**config.mk**
```make
export PLATFORM = sky130hd
export DESIGN_NAME = cmm_core
export DESIGN_NICKNAME = d
export VERILOG_FILES = /design/src/include/cmm_pkg.sv /design/src/core/cmm_core.sv
export SDC_FILE = /design/constraint.sdc
export NUM_CORES = 1
export LEC_CHECK = 0
export BUFFER_PORTS_ARGS = -buffer_cell sky130_fd_sc_hd__buf_2
export CORE_ASPECT_RATIO = 0.8
export CORE_UTILIZATION = 54
export CTS_CLUSTER_DIAMETER = 80
export DETAILED_ROUTE_END_ITERATION = 10
export GPL_TIMING_DRIVEN = 1
export PLACE_DENSITY = 0.77
export SKIP_LAST_GASP = 1
export SYNTH_ARGS = -nofsm -noshare
export SYNTH_HDL_FRONTEND = slang
export SYNTH_SLANG_ARGS = --single-unit
```
**constraint.sdc**
```tcl
create_clock -name mclk_i -period 4.3 [get_ports mclk_i]
set_input_delay 0.86 -clock mclk_i [delete_from_list [all_inputs] [get_ports mclk_i]]
set_output_delay 0.86 -clock mclk_i [all_outputs]
set_load 0.1 [all_outputs]
```
**src/include/cmm_pkg.sv**
```systemverilog
// shared constants and types for the move and multiply executor
package cmm_pkg;

    // quarter phases of one instruction cycle
    localparam logic [1:0] Q1 = 2'h0;
    localparam logic [1:0] Q2 = 2'h1;
    localparam logic [1:0] Q3 = 2'h2;
    localparam logic [1:0] Q4 = 2'h3;

    // opcode fields of the single-word instructions and of the long move words
    localparam logic [7:0] OPC_LBSR = 8'h01;
    localparam logic [7:0] OPC_LWREG = 8'h0E;
    localparam logic [7:0] OPC_LMUL = 8'h0D;
    localparam logic [6:0] OPC_SWREG = 7'h37;
    localparam logic [11:0] OPC_MV1 = 12'h006;
    localparam logic [3:0] OPC_MVCONT = 4'hF;

    // addressing constants
    localparam logic [7:0] IDX_LIMIT = 8'h5F;
    localparam logic [7:0] ACC_SPLIT = 8'h60;
    localparam logic [5:0] ACC_LO_PAGE = 6'h00;
    localparam logic [5:0] ACC_HI_PAGE = 6'h3F;
    localparam logic [13:0] W_ADDR = 14'h3FE8;

    // reset values
    localparam logic [7:0] W_RST = 8'h00;
    localparam logic [7:0] BSR_RST = 8'h00;
    localparam logic [7:0] PROD_RST = 8'h00;

    typedef enum logic [2:0] {
        OP_NONE, OP_LBSR, OP_LWREG, OP_SWREG, OP_LMUL, OP_MVRD, OP_MVWR
    } cmm_op_t;

    typedef enum logic [1:0] {
        MV_IDLE, MV_WORD2, MV_WORD3
    } cmm_mv_t;

    // data memory request
    typedef struct packed {
        logic [13:0] addr;
        logic rd;
        logic wr;
        logic [7:0] wdata;
    } cmm_mem_req_t;

    // whole executor state
    typedef struct packed {
        logic [1:0] q;
        cmm_op_t op;
        cmm_mv_t mv;
        logic [7:0] lit;
        logic [13:0] src;
        logic [13:0] dst;
        logic [7:0] data;
        logic [15:0] prod;
        logic [7:0] w;
        logic [7:0] bank_select_register;
        logic [7:0] prod_hi;
        logic [7:0] prod_lo;
        cmm_mem_req_t mem;
        logic busy;
        logic unknown;
    } cmm_state_t;

endpackage : cmm_pkg

```
**src/core/cmm_core.sv**
```systemverilog
// executor for the move, literal load, store and literal multiply instructions
// Summary of operation
// - long move: three cycles; idle, read source, write destination in Q4, no dummy read
// - long move reaches all 14-bit addresses, copies byte unchanged, no flags
// - literal_to_bank_select loads 6-bit literal into bank select low bits
// - bank select bits 7 and 6 always read zero
// - bank select load: decode Q1, literal Q2, process Q3, write Q4
// - literal_to_working_reg loads 8-bit literal into W, flags untouched
// - working register load: literal Q2, process Q3, write W Q4
// - store_working_reg writes W to file; bank bit picks access bank or bank select
// - bank bit 0 with extended set: indexed offset for addresses up to 5Fh
// - store: read W Q2, process Q3, write file Q4, one cycle, no flags
// - literal_multiply: W times literal unsigned, 16-bit product, W unchanged
// - literal multiply changes no flag; zero product not flagged
// - product high byte in high register, low byte in low register
// - multiply: literal Q2, process Q3, write both product registers Q4
`timescale 1ns/1ps

module cmm_core (
    // clock and reset
    input wire logic mclk_i,
    input wire logic rst_i,
    // instruction word, offered in Q1
    input wire logic [15:0] instr_i,
    input wire logic instr_valid_i,
    // configuration and indexed base from the core
    input wire logic ext_set_en_i,
    input wire logic [13:0] idx_base_i,
    // data memory
    output cmm_pkg::cmm_mem_req_t mem_req_o,
    input wire logic [7:0] mem_rdata_i,
    // architectural registers and status
    output logic [7:0] w_o,
    output logic [7:0] bsr_o,
    output logic [7:0] prod_hi_o,
    output logic [7:0] prod_lo_o,
    output logic [1:0] q_phase_o,
    output logic busy_o,
    output logic unknown_o
);

    cmm_pkg::cmm_state_t s_r;
    cmm_pkg::cmm_state_t s_nxt;

    // file address of a byte-oriented operand
    function automatic logic [13:0] file_addr(
        input logic [7:0] f,
        input logic a,
        input logic [7:0] bank_select_register,
        input logic ext,
        input logic [13:0] base
    );
        logic [13:0] res;
        res = 14'h0000;
        if (a) begin
            res = {bank_select_register[5:0], f};
        end else if (ext && (f <= cmm_pkg::IDX_LIMIT)) begin
            res = base + {6'h00, f};
        end else if (f < cmm_pkg::ACC_SPLIT) begin
            res = {cmm_pkg::ACC_LO_PAGE, f};
        end else begin
            res = {cmm_pkg::ACC_HI_PAGE, f};
        end
        return res;
    endfunction : file_addr

    // long-move source or destination that names W itself
    function automatic logic is_w_addr(
        input logic [13:0] a
    );
        return a == cmm_pkg::W_ADDR;
    endfunction : is_w_addr

    // continuation word of the long move, offered and tagged 1111
    function automatic logic is_cont_word(
        input logic valid,
        input logic [15:0] wd
    );
        return valid && (wd[15:12] == cmm_pkg::OPC_MVCONT);
    endfunction : is_cont_word

    // single-word opcode decode; OP_NONE stands for a refused word
    function automatic cmm_pkg::cmm_op_t decode_word(
        input logic [15:0] wd
    );
        cmm_pkg::cmm_op_t res;
        res = cmm_pkg::OP_NONE;
        if (wd[15:8] == cmm_pkg::OPC_LBSR) begin
            // literal above 63 is not a legal bank number
            if (wd[7:6] == 2'h0) begin
                res = cmm_pkg::OP_LBSR;
            end
        end else if (wd[15:8] == cmm_pkg::OPC_LWREG) begin
            res = cmm_pkg::OP_LWREG;
        end else if (wd[15:8] == cmm_pkg::OPC_LMUL) begin
            res = cmm_pkg::OP_LMUL;
        end else if (wd[15:9] == cmm_pkg::OPC_SWREG) begin
            res = cmm_pkg::OP_SWREG;
        end else begin
            res = cmm_pkg::OP_NONE;
        end
        return res;
    endfunction : decode_word

    // unsigned 8 by 8 product; the full 16 bits cannot overflow
    function automatic logic [15:0] mul_u8(
        input logic [7:0] a,
        input logic [7:0] b
    );
        logic [15:0] res;
        res = {8'h00, a} * {8'h00, b};
        return res;
    endfunction : mul_u8

    // bank select value with the top two bits forced low
    function automatic logic [7:0] bank_value(
        input logic [7:0] lit
    );
        return {2'h0, lit[5:0]};
    endfunction : bank_value

    // operand taken in Q2 for a single-word instruction
    function automatic logic [7:0] q2_operand(
        input cmm_pkg::cmm_op_t op,
        input logic [7:0] lit,
        input logic [7:0] w
    );
        logic [7:0] res;
        res = lit;
        if (op == cmm_pkg::OP_SWREG) begin
            res = w;
        end
        return res;
    endfunction : q2_operand

    // next-state logic, stepped by quarter phase
    always_comb begin
        s_nxt = s_r;
        s_nxt.q = s_r.q + 2'h1;
        s_nxt.unknown = 1'b0;
        case (s_r.q)
            // decode
            cmm_pkg::Q1: begin
                s_nxt.op = cmm_pkg::OP_NONE;
                if (s_r.mv == cmm_pkg::MV_WORD2) begin
                    // second word: rest of source, top of destination
                    if (is_cont_word(instr_valid_i, instr_i)) begin
                        s_nxt.src = {s_r.src[13:10], instr_i[11:2]};
                        s_nxt.dst = {instr_i[1:0], 12'h000};
                        s_nxt.op = cmm_pkg::OP_MVRD;
                        s_nxt.mem.addr = {s_r.src[13:10], instr_i[11:2]};
                        s_nxt.mem.rd = !is_w_addr({s_r.src[13:10], instr_i[11:2]});
                    end else begin
                        s_nxt.mv = cmm_pkg::MV_IDLE;
                        s_nxt.busy = 1'b0;
                        s_nxt.unknown = 1'b1;
                    end
                end else if (s_r.mv == cmm_pkg::MV_WORD3) begin
                    // third word: rest of destination, no read
                    if (is_cont_word(instr_valid_i, instr_i)) begin
                        s_nxt.dst = {s_r.dst[13:12], instr_i[11:0]};
                        s_nxt.op = cmm_pkg::OP_MVWR;
                    end else begin
                        s_nxt.mv = cmm_pkg::MV_IDLE;
                        s_nxt.busy = 1'b0;
                        s_nxt.unknown = 1'b1;
                    end
                end else if (instr_valid_i) begin
                    s_nxt.lit = instr_i[7:0];
                    if (instr_i[15:4] == cmm_pkg::OPC_MV1) begin
                        // first word: nothing happens but capture
                        s_nxt.src = {instr_i[3:0], 10'h000};
                        s_nxt.mv = cmm_pkg::MV_WORD2;
                        s_nxt.busy = 1'b1;
                    end else begin
                        // single-word instruction, or a refused word
                        s_nxt.op = decode_word(instr_i);
                        if (decode_word(instr_i) == cmm_pkg::OP_NONE) begin
                            s_nxt.unknown = 1'b1;
                        end
                        // store address fixed at decode from bank select and mode
                        if (decode_word(instr_i) == cmm_pkg::OP_SWREG) begin
                            s_nxt.dst = file_addr(instr_i[7:0], instr_i[8], s_r.bank_select_register,
                                ext_set_en_i, idx_base_i);
                        end
                    end
                end
            end
            // read operand
            cmm_pkg::Q2: begin
                s_nxt.mem.rd = 1'b0;
                case (s_r.op)
                    cmm_pkg::OP_LBSR, cmm_pkg::OP_LWREG,
                    cmm_pkg::OP_LMUL, cmm_pkg::OP_SWREG: begin
                        s_nxt.data = q2_operand(s_r.op, s_r.lit, s_r.w);
                    end
                    cmm_pkg::OP_MVRD: begin
                        // source read; W itself served without memory
                        if (is_w_addr(s_r.src)) begin
                            s_nxt.data = s_r.w;
                        end else begin
                            s_nxt.data = mem_rdata_i;
                        end
                        s_nxt.mv = cmm_pkg::MV_WORD3;
                    end
                    default: begin
                        s_nxt.data = s_r.data;
                    end
                endcase
            end
            // process data
            cmm_pkg::Q3: begin
                case (s_r.op)
                    cmm_pkg::OP_LMUL: begin
                        // product formed here, held until the Q4 write
                        s_nxt.prod = mul_u8(s_r.w, s_r.data);
                    end
                    cmm_pkg::OP_SWREG: begin
                        // strobe raised so it stands for the whole Q4
                        s_nxt.mem.addr = s_r.dst;
                        s_nxt.mem.wdata = s_r.data;
                        s_nxt.mem.wr = 1'b1;
                    end
                    cmm_pkg::OP_MVWR: begin
                        // destination write in Q4 only, W kept internal
                        s_nxt.mem.addr = s_r.dst;
                        s_nxt.mem.wdata = s_r.data;
                        s_nxt.mem.wr = !is_w_addr(s_r.dst);
                    end
                    default: begin
                        s_nxt.prod = s_r.prod;
                    end
                endcase
            end
            // write result; no status flag exists to touch
            cmm_pkg::Q4: begin
                s_nxt.mem.wr = 1'b0;
                case (s_r.op)
                    cmm_pkg::OP_LBSR: begin
                        // top bits never written high
                        s_nxt.bank_select_register = bank_value(s_r.data);
                    end
                    cmm_pkg::OP_LWREG: begin
                        // literal lands in W at the end of the cycle
                        s_nxt.w = s_r.data;
                    end
                    cmm_pkg::OP_LMUL: begin
                        // both bytes written together, W left alone
                        s_nxt.prod_hi = s_r.prod[15:8];
                        s_nxt.prod_lo = s_r.prod[7:0];
                    end
                    cmm_pkg::OP_MVWR: begin
                        if (is_w_addr(s_r.dst)) begin
                            s_nxt.w = s_r.data;
                        end
                        s_nxt.mv = cmm_pkg::MV_IDLE;
                        s_nxt.busy = 1'b0;
                    end
                    default: begin
                        s_nxt.w = s_r.w;
                    end
                endcase
            end
            default: begin
                s_nxt.q = cmm_pkg::Q1;
            end
        endcase
    end

    // state register
    always_ff @(posedge mclk_i) begin
        if (rst_i) begin
            // sequencing and working copies
            s_r.q <= cmm_pkg::Q1;
            s_r.op <= cmm_pkg::OP_NONE;
            s_r.mv <= cmm_pkg::MV_IDLE;
            s_r.lit <= 8'h00;
            s_r.src <= 14'h0000;
            s_r.dst <= 14'h0000;
            s_r.data <= 8'h00;
            s_r.prod <= 16'h0000;
            // architectural registers, memory request and status flags
            s_r.w <= cmm_pkg::W_RST;
            s_r.bank_select_register <= cmm_pkg::BSR_RST;
            s_r.prod_hi <= cmm_pkg::PROD_RST;
            s_r.prod_lo <= cmm_pkg::PROD_RST;
            s_r.mem <= '0;
            s_r.busy <= 1'b0;
            s_r.unknown <= 1'b0;
        end else begin
            s_r <= s_nxt;
        end
    end

    // outputs straight from the state register
    assign mem_req_o = s_r.mem;
    assign w_o = s_r.w;
    assign bsr_o = s_r.bank_select_register;
    assign prod_hi_o = s_r.prod_hi;
    assign prod_lo_o = s_r.prod_lo;
    assign q_phase_o = s_r.q;
    assign busy_o = s_r.busy;
    assign unknown_o = s_r.unknown;

endmodule : cmm_core

```
==> impl_metrics.json <==
{
  "grt_overflow_total": 0,
  "place.gp.congestion": 0.942,
  "ys_types": 68,
  "synth_seq_area_share_pct": 28.1,
  "layout-drive-gt1-share_pct": 18.2,
  "rows": 41,
  "synthTopCellsByArea": "dfxtp_1, fa_1, ha_1",
  "synth.area.mux_share_pct": 5.86,
  "grt_first_pass_wirelength_mm": 37.8,
  "hold_path_class": "reg -> reg",
  "syn_avg_cell_area_um2": 8.17,
  "max_freq_mhz": 240,
  "via_per_inst": 5.89,
  "die_y_um": 116,
  "crit_top_cell": "fa_1",
  "yosys_warnings": 0,
  "clk_pin_slew_ns": 0.06,
  "power.leakage_uw": 0.00432,
  "worst-path-buf-inv": 3,
  "cp_cell_sequence": "buf_4, and2_1, fa_1, fa_1, ha_1, inv_1, fa_1, inv_1, ha_1, nor2b_1, o31ai_2, a31oi_2, o21a_1, o31ai_1",
  "required_ns": 4.64,
  "synth_simple_gate_area_share_pct": 21.0,
  "synth_top_family_by_area": "simple AND/OR/NAND/NOR gates",
  "htreeDepth": 4,
  "post_cts.repair.setup_buffers": 0,
  "stdcell_area_mm2": 0.00975,
  "grt_most_used_layer": "met2",
  "syn2layout_area_growth_pct": 11.3,
  "syn_inst": 1072,
  "start_util_pct": 55.4,
  "dpl_cell_area_mm2": 0.00913,
  "worst_slew_pin_slew_ns": 1.29,
  "drc": 0,
  "die_area_mm2": 0.0167,
  "synth_edf_count": 0,
  "hp-start": "prod_lo_o[0]$_SDFFE_PP0P_",
  "via_count": 7841,
  "port_buffers": 99,
  "antenna_found_initial": 0,
  "drv_slew": 0,
  "cap_viol_max_count": 0,
  "r2r_cells": 14,
  "placedCellCount": 1300,
  "power_uw": 3150,
  "die_w_um": 144,
  "synth_area_leader_cell": "dfxtp_1",
  "setup_viol": 0,
  "path_delay_family": "adder cells",
  "ios": 102,
  "final_net_count": 1233,
  "hold_path_end": "prod_lo_o[0]$_SDFFE_PP0P_",
  "slowest_delay_ns": 0.53,
  "cts_tree": "done",
  "crit_type": "reg -> reg",
  "hpwl_mm": 17.0,
  "cp_slowest_cell": "fa_1",
  "grt_use_met1_pct": 40.8,
  "clockBufferDepth": 2,
  "drtIter0Drc": 723,
  "power.density_mw_per_mm2": 323,
  "reg2reg_from": "s_r[78]$_SDFFE_PP0P_",
  "crit_arrival_ns": 4.50,
  "wl_mm": 23.6,
  "fin_skew_ns": 0.00773,
  "grt_use_total_pct": 29.4,
  "post-route-util_pct": 61.7,
  "synth-compound-area-share_pct": 17.6,
  "grt_max_degree": 69,
  "rsz0062_at_grt": "true",
  "worst_r2r_endpoint": "s_r[71]$_SDFFE_PP0P_",
  "yosys_most_used_dff": "dfxtp_1",
  "synth_xor_area_share_pct": 0.900,
  "final_cells": 1332,
  "dr.pass1.iters": 6,
  "start_kind": "flop",
  "synthAdderAreaFrac_pct": 15.6,
  "synth_area_mm2": 0.00876,
  "fin_crit_sh_pct": 96.7,
  "cts-hold-fix-buffers": 0,
  "status": "complete, no violations",
  "ys_seq_elements": 123,
  "cts_made_buffers": 17,
  "cts.sinks": 123,
  "peakVddDrop_mv": 0.302,
  "core_mm2": 0.0158,
  "gr-usage-met3_pct": 6.49,
  "whs_path_depth": 2,
  "cp_max_fo": 9,
  "endpoint_kind": "flop",
  "wl_per_cell_um": 17.7,
  "worstSkewPairLatency_ns": 0.42,
  "grtUsageMet2_pct": 45.2,
  "finalHoldViolations": 0,
  "relSlewSlack_pct": 13.6,
  "grt_pass1_vias": 7431,
  "ant_nets": 0,
  "reg2reg_slack_ns": 0.14,
  "root_buffer": "clkbuf_16",
  "async_flop_share_pct": 0,
  "synth_top_area_share_pct": 28.1,
  "min_period_ns": 4.16,
  "antenna_cells": 0
}
-- power breakdown --
part	internal [µW]	leakage [µW]	switching [µW]	total (µW)
combinational	143	0.00304	400	543
clock	831	0.000273	572	1400
sequential	1180	0.000999	32.5	1210
total	2150	0.00432	1000	3150
-- registers in the layout (all words and copies together), names as in the netlist, 2 cells and up --
register	count
s_r	65
mem_req_o	24
prod_hi_o	8
prod_lo_o	8
w_o	8
bsr_o	6
q_phase_o	2
-- worst register-to-register path, delay by kind of cell, from the launching register on --
family / cells / cell delay (ns)
compound gates: 4 / 1.03
fa+ha+maj: 5 / 2.09
buf+inv: 3 / 0.25
flops: 1 / 0.37
simple gates: 2 / 0.33
-- final cells by class --
type                       instances  area, µm²
clock buffer                      20        457
fill                            1372       6050
multi-input combinational        758       5400
sequential                       123       2470
tap                              215        269
timing repair buffer             137        783
clock inverter                    12        115
inverter                          67        251
-- worst max-delay path by stage --
stage | startpoint | endpoint | slack, ns | depth (start not counted)
global placement | s_r[78]$_SDFFE_PP0P_ | s_r[72]$_SDFFE_PP0P_ | 0.05 | 15
global route | s_r[80]$_SDFFE_PP0P_ | s_r[72]$_SDFFE_PP0P_ | -0.04 | 15
detailed placement | s_r[78]$_SDFFE_PP0P_ | s_r[72]$_SDFFE_PP0P_ | 0.01 | 15
CTS | w_o[4]$_SDFFE_PP0P_ | s_r[72]$_SDFFE_PP0P_ | -0.01 | 14
finish | s_r[78]$_SDFFE_PP0P_ | s_r[71]$_SDFFE_PP0P_ | 0.14 | 14
floorplan | w_o[3]$_SDFFE_PP0P_ | s_r[72]$_SDFFE_PP0P_ | 0.07 | 14
-- metrics by stage --
| stage | TNS [ns] | setup WS [ns] | hold slack, ns |
|---|---|---|---|
| 5_1_grt | -0.0870 | -0.0375 | 0.472 |
| 3_5_place_dp | 0 | 0.0104 | 0.446 |
| 6_report | 0 | 0.141 | 0.456 |
| 2_1_floorplan | 0 | 0.0729 | 0.429 |
| 3_3_place_gp | 0 | 0.0508 | 0.444 |
| 4_1_cts | -0.0110 | -0.0110 | 0.458 |
-- cells in the mapped netlist (all sizes together) (8+ instances only) --
| library cell | count |
|---|---|
| nand2 | 129 |
| o21ai | 53 |
| and3 | 10 |
| ha | 50 |
| nor2 | 59 |
| and2 | 54 |
| a211oi | 24 |
| clkbuf | 54 |
| or3 | 8 |
| mux2i | 40 |
| nand4 | 12 |
| mux2 | 10 |
| buf | 71 |
| a41oi | 9 |
| inv | 65 |
| a21oi | 83 |
| o31ai | 8 |
| nor3 | 20 |
| dfxtp | 123 |
| nand3 | 30 |
| nor2b | 9 |
| fa | 37 |
-- placed cells by master (no fill, tap or decap), types with 4 or more instances in the layout --
master	count
dfxtp_1	115
fa_1	37
a21oi_1	83
and2_1	54
o211ai_1	6
clkbuf_16	17
o21a_1	5
a211oi_1	22
nor2_1	59
a21o_1	7
nor3_1	18
and3_1	10
xor2_1	5
xnor2_1	4
a41oi_1	9
inv_1	64
nor2b_1	9
dfxtp_2	8
nand2_1	129
nand4_1	12
mux2_2	10
or3_1	8
and4_1	4
o32ai_1	6
nand3_1	30
ha_1	50
o31ai_1	7
mux2i_1	40
o21ai_0	51
buf_4	39
nand2b_1	7
a22oi_1	6
nor3b_1	4
buf_2	98
o41ai_1	6
-- cell families (layout without fill, tap and decap cells) --
logic type,Yosys count,in the layout
compound gates,242,242
xor+xnor,9,9
fa+ha+maj,87,87
buf+inv,192,236
flops,123,123
mux,50,50
other cells,1,2
simple gates,368,368
-- per-layer routing --
layer / up-vias / wire, µm
li1: 3742 / -
met2: 351 / 10400
met5: - / 0
met4: 0 / 547
met3: 48 / 1970
met1: 3700 / 10700
-- timing repair --
action	CTS	global route
pin swaps	1	3
setup endpoints to repair	2	4
resized for setup	4	16
No activity file was read; power rests on OpenSTA's default activity.
